**config.mk**
```make
export PLATFORM = sky130hd
export DESIGN_NAME = pdpa_top
export DESIGN_NICKNAME = d
export VERILOG_FILES = /design/src/rtl/pdpa_pkg.sv /design/src/rtl/pdpa_div_if.sv /design/src/rtl/pdpa_div_stage.sv /design/src/rtl/pdpa_top.sv
export SDC_FILE = /design/constraint.sdc
export NUM_CORES = 1
export LEC_CHECK = 0
export BUFFER_PORTS_ARGS = -buffer_cell sky130_fd_sc_hd__buf_2
export CAP_MARGIN = 15
export CORE_ASPECT_RATIO = 0.9
export CORE_UTILIZATION = 44
export CTS_BUF_LIST = sky130_fd_sc_hd__clkbuf_8 sky130_fd_sc_hd__clkbuf_16
export DETAILED_ROUTE_END_ITERATION = 7
export GPL_TIMING_DRIVEN = 0
export SLEW_MARGIN = 20
export SYNTH_ARGS = -nofsm -noshare
export SYNTH_HDL_FRONTEND = slang
export SYNTH_SLANG_ARGS = --single-unit
```
**constraint.sdc**
```tcl
create_clock -name mclk_in -period 24.2 [get_ports mclk_in]
set_clock_uncertainty 0.05 [all_clocks]
set_input_delay 1.21 -clock mclk_in [delete_from_list [all_inputs] [get_ports mclk_in]]
set_output_delay 1.21 -clock mclk_in [all_outputs]
set_load 0.05 [all_outputs]
```
**src/rtl/pdpa_pkg.sv**
```systemverilog
// Purpose: shared constants and types for the post divider and phase align block
// Assumes: one oscillator clock; control bits arrive on the same clock
// Notes: pin function codes follow the two pin function control bits
package pdpa_pkg;
  // default widths of the programmable moduli
  localparam int unsigned POST_W = 8;   // width of each post divider stage modulus
  localparam int unsigned FBK_W = 14;   // width of the feedback divider modulus
  // depth of the pin input synchroniser
  localparam int unsigned SYNC_DEPTH = 3;
  // number of cascaded post divider stages
  localparam int unsigned POST_STAGES = 3;
  // index of each synchronised pin input
  localparam int unsigned SYNC_SLIP = 0;   // slip request
  localparam int unsigned SYNC_LOCK = 1;   // crystal loop lock status
  localparam int unsigned SYNC_RANGE = 2;  // out-of-range direction
  localparam int unsigned SYNC_BITS = 3;
  // reset values of the registered outputs
  localparam logic RST_PIN = 1'h0;
  localparam logic RST_FLAG = 1'h0;
  // pin function modes selected by the two pin function bits
  typedef enum logic [1:0] {
    PDPA_PF_LOCK = 2'h0,    // crystal loop lock status
    PDPA_PF_RANGE = 2'h1,   // out-of-range direction
    PDPA_PF_PHASE = 2'h2,   // phase alignment flag
    PDPA_PF_FBKCLK = 2'h3   // feedback divider clock
  } pdpa_pin_func_t;
endpackage

```
**src/rtl/pdpa_div_if.sv**
```systemverilog
// Purpose: carries one divider stage's tick, modulus and outputs
// Assumes: all signals on the oscillator clock
// Notes: the owner drives tick and modulus, the stage answers level and tick
`timescale 1ns/100ps
`default_nettype none
interface pdpa_div_if #(parameter int unsigned W = 8);
  logic tick_in;          // one-cycle enable: one input clock period
  logic [W-1:0] modulus;  // programmed modulus, zero acts as one
  logic level;            // divided clock level
  logic tick_out;         // one-cycle pulse at each divided rising edge
  modport stage (input tick_in, input modulus, output level, output tick_out);
  modport owner (output tick_in, output modulus, input level, input tick_out);
endinterface
`default_nettype wire

```
**src/rtl/pdpa_div_stage.sv**
```systemverilog
// Purpose: one programmable divider stage driven by an enable tick
// Assumes: tick_in marks each period of the clock being divided
// Notes: an odd modulus keeps the high part one input period longer
`timescale 1ns/100ps
`default_nettype none
module pdpa_div_stage #(
  parameter int unsigned W = 8
) (
  input wire logic mclk_in,
  input wire logic rst_in,
  pdpa_div_if.stage div
);
  logic [W-1:0] cnt;         // position inside the divided period
  logic [W-1:0] next_cnt;
  logic level;
  logic next_level;
  logic tick;
  logic next_tick;
  logic [W-1:0] last;        // terminal count of the period
  logic [W:0] half;          // length of the high part

  // count input ticks, wrap at modulus-1 and shape a balanced level
  always_comb begin
    last = (div.modulus == '0) ? '0 : div.modulus - W'(1);
    half = ({1'b0, div.modulus} + (W+1)'(1)) >> 1;
    next_cnt = cnt;
    next_tick = 1'b0;
    if (div.tick_in) begin
      if (cnt >= last) begin
        next_cnt = '0;  // wrap: one divided clock period done
        next_tick = 1'b1;
      end else begin
        next_cnt = cnt + W'(1);
      end
    end
    // ceiling half high, floor half low keeps odd moduli near balanced
    if (last == '0) begin
      next_level = div.tick_in;  // modulus one passes the input tick through
    end else begin
      next_level = ({1'b0, next_cnt} < half);
    end
  end

  // register the stage state
  always_ff @(posedge mclk_in) begin
    if (rst_in) begin
      cnt <= '0;
      level <= 1'b0;
      tick <= 1'b0;
    end else begin
      cnt <= next_cnt;
      level <= next_level;
      tick <= next_tick;
    end
  end

  assign div.level = level;
  assign div.tick_out = tick;
endmodule
`default_nettype wire

```
**src/rtl/pdpa_top.sv**
```systemverilog
// Purpose: post divider chain, pulse removal, feedback source and phase flag
// Assumes: mclk_in stands for the oscillator; control bits are same-clock levels
// Notes: the slip and crystal loop status inputs are pins and are synchronised
//
// Overview of operation
// - three cascaded programmable post divider stages
// - total modulus is product of three stages
// - each stage of modulus two or more keeps near balanced duty
// - removed oscillator pulse never reaches post divider
// - each slip rising edge delays one period
// - feedback source: oscillator or a count at the post divider rate
// - output clock sampled by feedback divider clock
// - flag inverts when clocks start to match within period
// - pin function two selects phase flag mode
// - phase mode readback returns live flag
// - phase mode push-pull drives flag on pin
// - pin function three outputs feedback divider clock
// - pin driven only with push-pull select set
// - modes zero and one show lock, range
`timescale 1ns/100ps
`default_nettype none
module pdpa_top #(
  parameter int unsigned POST_W = pdpa_pkg::POST_W,
  parameter int unsigned FBK_W = pdpa_pkg::FBK_W
) (
  input wire logic mclk_in,
  input wire logic rst_in,
  input wire logic slip_request_bit_in,
  input wire logic feedback_source_select_in,
  input wire logic [1:0] pin_function_in,
  input wire logic push_pull_select_in,
  input wire logic [POST_W-1:0] post_modulus1_in,
  input wire logic [POST_W-1:0] post_modulus2_in,
  input wire logic [POST_W-1:0] post_modulus3_in,
  input wire logic [FBK_W-1:0] feedback_modulus_in,
  input wire logic xtal_lock_in,
  input wire logic out_of_range_high_in,
  output logic diff_clock_out_pos_out,
  output logic diff_clock_out_neg_out,
  output logic [3*POST_W-1:0] total_post_modulus_out,
  output logic feedback_clock_out,
  output logic phase_align_flag_out,
  output logic status_readback_out,
  output logic lock_indicator_pin_out,
  output logic lock_indicator_pin_oe_out
);
  localparam int unsigned NS = pdpa_pkg::POST_STAGES;
  localparam int unsigned SB = pdpa_pkg::SYNC_BITS;

  // widen a stage modulus for the product, zero counts as one
  function automatic logic [3*POST_W-1:0] eff_mod(input logic [POST_W-1:0] m);
    eff_mod = (m == '0) ? (3*POST_W)'(1) : (3*POST_W)'(m);
  endfunction

  // ---------------- pin input synchroniser ----------------
  logic [SB-1:0] sync1;         // first stage, read only by sync2
  logic [SB-1:0] sync2;
  logic [SB-1:0] sync3;
  logic [SB-1:0] stable;        // value accepted once sync2 and sync3 agree
  logic [SB-1:0] next_stable;
  logic [SB-1:0] pins_now;

  // gather the asynchronous inputs into one vector
  always_comb begin
    pins_now = '0;
    pins_now[pdpa_pkg::SYNC_SLIP] = slip_request_bit_in;
    pins_now[pdpa_pkg::SYNC_LOCK] = xtal_lock_in;
    pins_now[pdpa_pkg::SYNC_RANGE] = out_of_range_high_in;
  end

  // accept a change only once the last two stages agree, filtering a
  // value still settling out of metastability
  always_comb begin
    next_stable = stable;
    for (int i = 0; i < SB; i++) begin
      if (sync2[i] == sync3[i]) begin
        next_stable[i] = sync3[i];
      end
    end
  end

  // four flip-flops per input, the last holding the accepted value
  always_ff @(posedge mclk_in) begin
    if (rst_in) begin
      sync1 <= '0;
      sync2 <= '0;
      sync3 <= '0;
      stable <= '0;
    end else begin
      sync1 <= pins_now;
      sync2 <= sync1;
      sync3 <= sync2;
      stable <= next_stable;
    end
  end

  // ---------------- pulse removal ----------------
  logic slip_rise;      // accepted slip went zero to one
  logic gobble;         // suppress the next oscillator pulse
  logic next_gobble;
  logic osc_tick;       // oscillator pulse as seen by the post divider

  // a falling slip request is ignored; a rise removes exactly one pulse
  assign slip_rise = next_stable[pdpa_pkg::SYNC_SLIP] & ~stable[pdpa_pkg::SYNC_SLIP];
  always_comb begin
    next_gobble = slip_rise;
  end

  // register the removal request so it lands on one whole cycle
  always_ff @(posedge mclk_in) begin
    if (rst_in) begin
      gobble <= 1'b0;
    end else begin
      gobble <= next_gobble;
    end
  end

  // the removed pulse is taken out ahead of the first stage
  assign osc_tick = ~gobble;

  // ---------------- post divider chain ----------------
  pdpa_div_if #(.W(POST_W)) post_if[NS] ();
  logic [POST_W-1:0] post_mod[NS];

  assign post_mod[0] = post_modulus1_in;
  assign post_mod[1] = post_modulus2_in;
  assign post_mod[2] = post_modulus3_in;

  // each stage counts the ticks of the one before it
  for (genvar g = 0; g < NS; g++) begin : g_post
    if (g == 0) begin : g_first
      assign post_if[g].tick_in = osc_tick;
    end else begin : g_next
      assign post_if[g].tick_in = post_if[g-1].tick_out;
    end
    assign post_if[g].modulus = post_mod[g];
    pdpa_div_stage #(.W(POST_W)) u_stage (
      .mclk_in(mclk_in),
      .rst_in(rst_in),
      .div(post_if[g])
    );
  end

  logic post_level;   // final post divider clock
  logic post_tick;    // rising edge of the final post divider clock
  assign post_level = post_if[NS-1].level;
  assign post_tick = post_if[NS-1].tick_out;

  // ---------------- feedback source reference ----------------
  // in the loop the feedback divider is locked to the input, so a removed
  // pulse moves the output and leaves the feedback clock where it was; a
  // count of all oscillator periods, removed ones too, at the post divider rate stands
  // in for that lock, since this block holds no analog loop
  logic [3*POST_W-1:0] ref_cnt;       // oscillator periods into the post period
  logic [3*POST_W-1:0] next_ref_cnt;
  logic [3*POST_W-1:0] ref_last;      // last count of one post divider period
  logic ref_tick;                     // one pulse per post divider period

  // wrap at the total modulus; a shrinking modulus wraps at once
  always_comb begin
    ref_last = total_post_modulus_out - (3*POST_W)'(1);
    if (total_post_modulus_out == '0) begin
      ref_last = '0;  // only right after reset, before the product lands
    end
    next_ref_cnt = ref_cnt + (3*POST_W)'(1);
    if (ref_cnt >= ref_last) begin
      next_ref_cnt = '0;
    end
  end
  assign ref_tick = (ref_cnt == '0);

  // register the reference count
  always_ff @(posedge mclk_in) begin
    if (rst_in) begin
      ref_cnt <= '0;
    end else begin
      ref_cnt <= next_ref_cnt;
    end
  end

  // ---------------- feedback divider ----------------
  pdpa_div_if #(.W(FBK_W)) fbk_if ();
  logic src_tick;     // feedback source clock period marker

  // the feedback divider runs off the oscillator or the post divider rate;
  // software picks the post divider path before any slip
  assign src_tick = feedback_source_select_in ? ref_tick : 1'b1;
  assign fbk_if.tick_in = src_tick;
  assign fbk_if.modulus = feedback_modulus_in;
  pdpa_div_stage #(.W(FBK_W)) u_fbk (
    .mclk_in(mclk_in),
    .rst_in(rst_in),
    .div(fbk_if)
  );

  // ---------------- phase sampling ----------------
  logic out_rose;         // output rose on the previous oscillator cycle
  logic next_out_rose;
  logic aligned;          // last comparison found the clocks matched
  logic next_aligned;
  logic flag;             // phase alignment flag
  logic next_flag;
  logic hit;

  // sampling happens at every feedback divider rising edge; a hit needs an
  // output edge no older than one period of the clock at the post
  // divider input, so each slip walks the output across the window
  always_comb begin
    hit = post_tick | out_rose;
    // a window as wide as the post period would match on every sample
    next_out_rose = post_tick;
    next_aligned = aligned;
    next_flag = flag;
    if (fbk_if.tick_out) begin
      next_aligned = hit;
      if (hit && !aligned) begin
        next_flag = ~flag;
      end
    end
  end

  // register the comparison state
  always_ff @(posedge mclk_in) begin
    if (rst_in) begin
      out_rose <= 1'b0;
      aligned <= 1'b0;
      flag <= pdpa_pkg::RST_FLAG;
    end else begin
      out_rose <= next_out_rose;
      aligned <= next_aligned;
      flag <= next_flag;
    end
  end

  // ---------------- pin function and outputs ----------------
  pdpa_pkg::pdpa_pin_func_t pf;
  logic monitor;               // signal chosen by the pin function
  logic next_readback;
  logic next_pin;
  logic next_oe;
  logic [3*POST_W-1:0] next_total;

  assign pf = pdpa_pkg::pdpa_pin_func_t'(pin_function_in);

  // choose what the lock indicator pin and the readback show
  always_comb begin
    next_readback = pin_function_in[1];
    monitor = 1'b0;
    unique case (pf)
      pdpa_pkg::PDPA_PF_LOCK: begin
        monitor = stable[pdpa_pkg::SYNC_LOCK];
        next_readback = monitor;
      end
      pdpa_pkg::PDPA_PF_RANGE: begin
        monitor = stable[pdpa_pkg::SYNC_RANGE];
        next_readback = monitor;
      end
      pdpa_pkg::PDPA_PF_PHASE: begin
        monitor = flag;
        next_readback = flag;
      end
      pdpa_pkg::PDPA_PF_FBKCLK: begin
        monitor = fbk_if.level;
        next_readback = pin_function_in[1];
      end
    endcase
    // without push-pull the pin is released and shows nothing
    next_oe = push_pull_select_in;
    next_pin = push_pull_select_in & monitor;
    next_total = eff_mod(post_modulus1_in) * eff_mod(post_modulus2_in)
                 * eff_mod(post_modulus3_in);
  end

  // every output leaves from a flip-flop
  always_ff @(posedge mclk_in) begin
    if (rst_in) begin
      diff_clock_out_pos_out <= 1'b0;
      diff_clock_out_neg_out <= 1'b1;
      total_post_modulus_out <= '0;
      feedback_clock_out <= 1'b0;
      phase_align_flag_out <= pdpa_pkg::RST_FLAG;
      status_readback_out <= 1'b0;
      lock_indicator_pin_out <= pdpa_pkg::RST_PIN;
      lock_indicator_pin_oe_out <= 1'b0;
    end else begin
      diff_clock_out_pos_out <= post_level;
      diff_clock_out_neg_out <= ~post_level;
      total_post_modulus_out <= next_total;
      feedback_clock_out <= fbk_if.level;
      phase_align_flag_out <= flag;
      status_readback_out <= next_readback;
      lock_indicator_pin_out <= next_pin;
      lock_indicator_pin_oe_out <= next_oe;
    end
  end
endmodule
`default_nettype wire

```
==> flow_summary.ini, run 1 <==
[route]
drt_iter0_drc = 599
vias = 11707
wl_per_cell_um = 15.40
routed_via_density = 5.276
drt_wl_total_um = 34160
drtAntennaViolNets = 0
first_pass_iters = 5
drc = 0

[worst_setup_path]
reg2reg_setup_slack_ns = 19.51
cp.arrival_ns = 11.05
startpoint = post_modulus1_in[3]
endpoint = total_post_modulus_out[16]$_SDFF_PP0_
startpoint_type = input port
rr_endpoint = ref_cnt[20]$_SDFF_PP0_
cp-end-kind = flop
required_ns = 24.41
crit_type = input port to flop
critPathMaxStageDelay_ns = 0.68
worstRegToRegCells = 19
worstPathMaxFanout = 10
cp_common_cell = fa_1
r2r-start = total_post_modulus_out[0]$_SDFF_PP0_
crit_slowest_cell = xnor2_1

[placement]
hpwl_um = 27830
place_congestion = 0.8421
placed_cells_incl_taps = 2187
portBuffers = 68

[grt]
antenna_found_initial = 0
grt.overflow.total = 0
grt_pass1_vias = 11247
track_usage_pct = 21.51
grt_pass1_wl_um = 56570
grt_start_max_net_pins = 17

[floorplan]
initial_core_util_pct = 45.20
io_pins = 78
core_area_um2 = 31220
die_x_um = 190.8
die_height_um = 171.9
dieArea_um2 = 32790
rows = 61

[timing]
finalHoldViolations = 0
whs_ns = 0.3829
setup_tns_ns = 0
fin_crit_ns = 10.84
relSlewSlack_pct = 42.02
fmax_mhz = 92.26
setup_violations = 0
tightestPinTransition_ns = 0.8636
drv_slew = 0
finalCritPeriodShare_pct = 44.79
rsz0062_at_grt = no

[cts]
post_cts_buffers = 0
cts_resized = 0
clkTransAtPathRegs_ns = 0.05
holdBufCountCts = 0
cts_tree = yes
clkLatencyLatePin_ns = 0.42
clk_path_buf_depth = 2
cts_buffers = 17
htreeDepth = 4
cts_root_buf = clkbuf_16
cts_sinks = 115

[synth]
ys.flop_type = dfxtp_1
syn_area_per_cell_um2 = 8.252
synth_seq_area_share_pct = 16.31
ys_types = 66
synth_warnings = 0
ys_ff_latch = 115
async_flop_share_pct = 0
synth_edf_count = 0
syn_inst = 1710
synth_fp_nets = 2053
syn_area_um2 = 14110

[layout]
syn_to_final_growth_pct = 10.07
utilization_pct = 49.76
nets = 2140
final_layout_size_suffix_gt1_share_pct = 7.403
diodes = 0
fillers = 3076
final_cell_mix = 185 x inv_1, 176 x ha_1, 159 x nand2_1, 137 x nor2_1, 128 x and2_1
layout_commonest_cell = inv_1
stdcell_count = 2219

[min_path]
hp-class = flop to flop

[run]
maxCapViolCount = 0

[run_status]
outcome = finished, final reports clean
[registers in the layout, summed over array words and instances (netlist names), 3 cells and up]
| name | count |
|---|---|
| sync2 | 3 |
| ref_cnt | 24 |
| g_post.u_stage.div.tick_out | 3 |
| g_post.u_stage.cnt | 24 |
| stable | 3 |
| u_fbk.cnt | 14 |
| sync1 | 3 |
| total_post_modulus_out | 24 |
| sync3 | 3 |
[cell usage after synthesis, types with 10 or more instances]
master / number / area share, %
nor2b_1: 49 / 2.2
fa_1: 120 / 17
xnor2_1: 48 / 3.0
a21o_1: 30 / 1.6
nand3_1: 44 / 1.6
inv_1: 184 / 4.9
dfxtp_1: 115 / 16
o21a_1: 19 / 1.0
ha_1: 176 / 16
xor2_1: 63 / 3.9
nand2_1: 159 / 4.2
a211oi_1: 15 / 0.80
and2_1: 128 / 5.7
and3_1: 30 / 1.3
nand2b_1: 23 / 1.0
nand4_1: 20 / 0.89
a22o_1: 11 / 0.68
o21ai_0: 51 / 1.8
a21oi_1: 63 / 2.2
nor3_1: 53 / 1.9
nor2_1: 137 / 3.6
mux2i_1: 10 / 0.71
clkbuf_1: 44 / 1.2
[cells by family after synthesis]
logic type / count (synthesis) / synth area share (%)
and+or+nand+nor: 695 / 25.47
adders and majority gates: 296 / 32.63
AOI/OAI and AO/OA: 239 / 11.06
buffers and inverters: 239 / 6.526
DFF: 115 / 16.31
xor gates and xnor gates: 111 / 6.890
muxes: 15 / 1.108
[final cells by class]
class | instances | area [µm²] | area share (%)
plain buffers | 55 | 230.2 | 1.482
well taps | 409 | 511.7 | 3.295
inverters | 184 | 690.7 | 4.447
flip-flops and latches | 115 | 2302 | 14.82
clock inverters | 15 | 143.9 | 0.9264
clock buffers | 17 | 425.4 | 2.739
multi-input cells | 1356 | 10890 | 70.10
repair buffers | 68 | 340.3 | 2.191
[routing by layer]
metal,up-vias,global-route usage [%],share of wire (%)
met3,36,2.375,2.9
met4,0,6.261,1.9
met2,197,35.07,46
li1,5878,-,-
met5,-,0,0
met1,5596,29.90,49
[stage by stage]
step	worst slack [ns]	cell area [µm²]
floorplan	14.50	14110
global placement	13.07	14960
detailed placement	12.97	14960
CTS	13.37	15530
global route	12.76	15530
finish	13.36	15530
[critical path, delay by kind of cell]
family | cells | cell delay, ns
AO/OA/AOI/OAI | 4 | 1.17
XOR/XNOR | 1 | 0.68
adder cells (fa/ha/maj) | 10 | 4.90
AND/OR/NAND/NOR | 13 | 2.21
buffers and inverters | 8 | 0.85
[worst min path at each step]
stage                                                      start                                 to  slack [ns]  cells after the start
after floorplan           g_post[2].u_stage.div.level$_SDFF_PP0_  diff_clock_out_neg_out$_SDFF_PP1_        0.31                      1
after global placement    g_post[2].u_stage.div.level$_SDFF_PP0_  diff_clock_out_neg_out$_SDFF_PP1_        0.37                      1
after detailed placement  g_post[2].u_stage.div.level$_SDFF_PP0_  diff_clock_out_neg_out$_SDFF_PP1_        0.36                      1
after CTS                                    sync1[1]$_SDFF_PP0_                sync2[1]$_SDFF_PP0_        0.38                      1
after global routing      g_post[2].u_stage.div.level$_SDFF_PP0_  diff_clock_out_neg_out$_SDFF_PP1_        0.39                      1
final                                        sync1[1]$_SDFF_PP0_                sync2[1]$_SDFF_PP0_        0.38                      1
Power of run 1 is not shown: default switching activity piles up to over one toggle a cycle in this logic, so the estimate is an artifact.
==> inputs of run 2 (changes only) <==
==> constraint.sdc (replaced) <==
create_clock -name mclk_in -period 9.65 [get_ports mclk_in]
set_clock_uncertainty 0.05 [all_clocks]
set_input_delay 0.4825 -clock mclk_in [delete_from_list [all_inputs] [get_ports mclk_in]]
set_output_delay 0.4825 -clock mclk_in [all_outputs]
set_load 0.05 [all_outputs]
==> run 2 against run 1 <==
  * Global-route usage about the same
  * Core utilization up 0.50 points
  * Wire length rose by 0.52%
  * Non-clock buffer count grew 5
  * First-iteration DRC count down 2.7%
  * Worst hold slack worse by 0.11 ns
  * Register-to-register slack lost 15 ns
  * Critical path depth increased by 1
  * Cell area up 1.0%
  * Via count is essentially flat
  * Final cell count grew 0.23%
  * Sequential share of layout area down 0.15 points
  * Critical endpoint is now total_post_modulus_out[22]$_SDFF_PP0_
  * Largest cell class unchanged
==> flow_summary.ini, run 2 (same netlist as run 1, synthesis figures left out) <==
[route]
routed_via_density = 5.268
drc = 0
wl_per_cell_um = 15.44
vias = 11715
drtAntennaViolNets = 0
drt_wl_total_um = 34340
first_pass_iters = 5
drt_iter0_drc = 583

[worst_setup_path]
r2r-start = total_post_modulus_out[0]$_SDFF_PP0_
required_ns = 9.87
startpoint_type = input port
cp-end-kind = flop
cp.arrival_ns = 9.48
startpoint = post_modulus1_in[1]
worstPathMaxFanout = 10
critPathMaxStageDelay_ns = 0.55
crit_slowest_cell = fa_1
cp_common_cell = fa_1
crit_type = input port to flop

[min_path]
holdCritStartpoint = slip_request_bit_in
hp-class = input port to flop

[layout]
regArea_um2 = 2302
diodes = 0
nets = 2145
final_layout_size_suffix_gt1_share_pct = 8.650
reg_top3 = g_post.u_stage.cnt: 24 flops, ref_cnt: 24 flops, total_post_modulus_out: 24 flops
final_cell_mix = 185 x inv_1, 176 x ha_1, 159 x nand2_1, 137 x nor2_1, 128 x and2_1
layout_commonest_cell = inv_1
multi_input_area_um2 = 11000
fillers = 3066
syn_to_final_growth_pct = 11.18
utilization_pct = 50.26

[placement]
place_congestion = 0.8421
portBuffers = 68
hpwl_um = 27830

[timing]
finalHoldViolations = 0
fmax_mhz = 108.0
rsz0062_at_grt = yes
setup_violations = 0
finalCritPeriodShare_pct = 95.98
tightestPinTransition_ns = 0.8112
relSlewSlack_pct = 45.92
drv_slew = 0
fin_crit_ns = 9.262

[grt]
grt_pass1_vias = 11247
grt.overflow.total = 0
grt_start_max_net_pins = 17
antenna_found_initial = 0
track_usage_pct = 21.51
grt_pass1_wl_um = 56580

[floorplan]
io_pins = 78
dieArea_um2 = 32790
die_height_um = 171.9
initial_core_util_pct = 45.20
die_x_um = 190.8
rows = 61
core_area_um2 = 31220

[cts]
cts_tree = yes
cts_root_buf = clkbuf_16
clkTransAtPathRegs_ns = 0.05
cts_buffers = 17
clkLatencyLatePin_ns = 0.41
holdBufCountCts = 0
htreeDepth = 4
cts_sinks = 115
clk_path_buf_depth = 2

[run]
maxCapViolCount = 0

[run_status]
outcome = finished, final reports clean
==> run 2: final cells by class <==
| cell class | instances | share of cell area [%] |
|---|---|---|
| sequential | 115 | 14.67 |
| clock buffer | 17 | 2.712 |
| tap | 409 | 3.262 |
| clock inverter | 15 | 0.9171 |
| multi-input combinational | 1356 | 70.13 |
| buffer | 55 | 1.491 |
| timing repair buffer | 73 | 2.408 |
| inverter | 184 | 4.402 |
==> run 2: repair_timing <==
action / 4_1_cts / 5_1_grt
gates cloned: 0 / 0
setup buffers: 0 / 5
endpoints found under the setup margin: 7 / 11
pin swaps: 0 / 6
gates resized for setup: 6 / 19
endpoints found under the hold margin: 0 / 0
==> run 2: worst max-delay path: cells and delay by family <==
family / cells / cell delay [ns]
AO/OA/AOI/OAI: 9 / 1.65
XOR/XNOR: 2 / 0.70
adder cells (fa/ha/maj): 11 / 4.92
buffers and inverters: 9 / 0.80
AND/OR/NAND/NOR: 6 / 0.93
==> run 2: routing by layer <==
layer  wire length [µm]  vias up  part of all wire, %  global-route usage [%]
met5                  0        -                    0                       0
met4                627        0                  1.8                   6.261
met3                912       36                  2.7                   2.375
met2              15940      185                   46                   35.07
met1              16860     5608                   49                   29.91
li1                   -     5886                    -                       -
==> run 2: final timing paths <==
path | endpoint | slack (ns) | cells past startpoint
max | total_post_modulus_out[22]$_SDFF_PP0_ | 0.39 | 37
min | sync1[0]$_SDFF_PP0_ | 0.27 | 2
max reg2reg | ref_cnt[20]$_SDFF_PP0_ | 4.97 | 19
min reg2reg | sync2[1]$_SDFF_PP0_ | 0.38 | 1
==> run 2: through the flow <==
step	setup TNS (ns)	cell area [µm²]	hold slack [ns]	setup WS (ns)	instances
floorplan	0	14110	0.3133	0.6751	1710
global placement	-4.952	14960	0.3670	-0.7503	2187
detailed placement	-5.592	14960	0.3649	-0.8570	2187
CTS	0	15560	0.2421	0.1057	2219
global route	-0.2312	15690	0.2566	-0.2014	2224
finish	0	15690	0.2696	0.3880	2224
Power of run 2 is left out for the same reason.
==> inputs of run 3 (changes only) <==
--- a/config.mk
+++ b/config.mk
@@ -12,6 +12,7 @@
 export CTS_BUF_LIST = sky130_fd_sc_hd__clkbuf_8 sky130_fd_sc_hd__clkbuf_16
 export DETAILED_ROUTE_END_ITERATION = 7
 export GPL_TIMING_DRIVEN = 0
+export PLACE_DENSITY = 0.72
 export SLEW_MARGIN = 20
 export SYNTH_ARGS = -nofsm -noshare
 export SYNTH_HDL_FRONTEND = slang
==> run 3 against run 2 <==
  * Critical path depth down 2
  * Register-to-register slack lost 0.10 ns
  * Count of clock-buffer cells in the layout rose by 2
  * Wire length grew 1.1%
  * Global-route usage grew 0.15 points
  * Critical path type unchanged
  * Largest cell class unchanged
==> flow_summary.ini, run 3 (same netlist as run 1, synthesis figures left out) <==
[run_status]
outcome = finished, final reports clean

[grt]
use_met1_pct = 28.92
busiest_layer = met2
use_met2_pct = 35.38
grt_pass1_wl_um = 57290
antenna_found_initial = 4
track_usage_pct = 21.66
grt.overflow.total = 0
grt_pass1_vias = 11692
use_met3_pct = 3.856
grt_start_max_net_pins = 17

[layout]
layout_commonest_cell = inv_1
final_layout_size_suffix_gt1_share_pct = 8.384
final_cell_mix = 184 x inv_1, 176 x ha_1, 159 x nand2_1, 136 x nor2_1, 128 x and2_1
fillers = 2929
nets = 2144
syn_to_final_growth_pct = 11.09
reg_top3 = g_post.u_stage.cnt: 24 flops, ref_cnt: 24 flops, total_post_modulus_out: 24 flops

[placement]
portBuffers = 68
hpwl_um = 28240
place_congestion = 0.9223
pre_cts_slack_ns = -0.6469

[timing]
finalHoldViolations = 0
fin_crit_ns = 9.238
finalCritPeriodShare_pct = 95.73
rsz0062_at_grt = yes
fin_ws_ns = 0.4120
setup_violations = 0
relSlewSlack_pct = 46.63
setup_tns_ns = 0
drv_slew = 0
whs_ns = 0.2373
fmax_mhz = 108.2
tightestPinTransition_ns = 0.7978

[floorplan]
io_pins = 78
initial_core_util_pct = 45.20
core_area_um2 = 31220
die_height_um = 171.9
dieArea_um2 = 32790
die_x_um = 190.8
rows = 61

[cts]
holdBufCountCts = 0
cts_buffers = 17
cts_root_buf = clkbuf_16
htreeDepth = 4
clk_path_buf_depth = 2
clkLatencyLatePin_ns = 0.42
clkTransAtPathRegs_ns = 0.05
cts_tree = yes
cts_sinks = 115

[route]
drt_wl_total_um = 34720
routed_via_density = 5.411
first_pass_iters = 5
vias = 12039
wl_per_cell_um = 15.61
drc = 0
drtAntennaViolNets = 0
drt_iter0_drc = 782

[worst_setup_path]
worstPathMaxFanout = 9
crit_slowest_cell = fa_1
startpoint_type = input port
cp_common_cell = fa_1
cp-end-kind = flop
critPathMaxStageDelay_ns = 0.56
required_ns = 9.87
cp.arrival_ns = 9.46
crit_type = input port to flop

[min_path]
hp-class = input port to flop

[run]
maxCapViolCount = 0
run 3: cell count changes in the layout (fill, tap and decap cells not counted), moves of 2 or more:
cell	previous run	this run
clkinv_2	5	3
clkinvlp_4	5	3
o21ai_0	51	49
diode_2	0	3
o21ai_1	4	6
clkbuf_8	0	2
run 3: repair_timing:
item,4_1_cts,5_1_grt
endpoints found under the setup margin,6,11
buffers inserted,0,4
pin swaps,0,3
gates resized for setup,5,17
run 3: critical path, delay by kind of cell:
kind            cells  cell delay, ns
compound gates      9            1.90
xor+xnor            2            0.43
fa+ha+maj          11            5.04
buf+inv             7            0.48
simple gates        6            1.09
run 3: layer usage:
| metal | vias to the layer above | wire [µm] |
|---|---|---|
| met4 | 2 | 679 |
| met2 | 336 | 15950 |
| met3 | 51 | 1945 |
| li1 | 5893 | - |
| met1 | 5757 | 16140 |
| met5 | - | 13 |
run 3: path summary, 6_finish.rpt:
check | from | to | slack [ns] | depth (start not counted)
max | post_modulus1_in[1] | total_post_modulus_out[22]$_SDFF_PP0_ | 0.41 | 35
max reg2reg | total_post_modulus_out[0]$_SDFF_PP0_ | ref_cnt[14]$_SDFF_PP0_ | 4.87 | 19
min | slip_request_bit_in | sync1[0]$_SDFF_PP0_ | 0.24 | 2
min reg2reg | g_post[2].u_stage.div.level$_SDFF_PP0_ | diff_clock_out_neg_out$_SDFF_PP1_ | 0.37 | 1
run 3: layout make-up:
class	instances	area (µm²)	share of cell area [%]
well taps	409	511.7	3.264
plain buffers	55	232.7	1.485
repair buffers	72	370.4	2.363
clock buffers	19	452.9	2.889
multi-input cells	1356	10980	70.01
clock inverters	12	132.6	0.8460
flip-flops and latches	115	2302	14.69
inverters	184	690.7	4.406
diodes	3	7.507	0.04789
run 3: through the flow:
stage | std cells | area [µm²] | util [%]
after floorplan | 1710 | 14110 | -
after global placement | 2187 | 14960 | 47.93
after detailed placement | 2187 | 14960 | 47.93
after CTS | 2218 | 15580 | 49.90
after global routing | 2223 | 15670 | 50.20
final | 2225 | 15680 | 50.22
Power of run 3 is left out for the same reason.
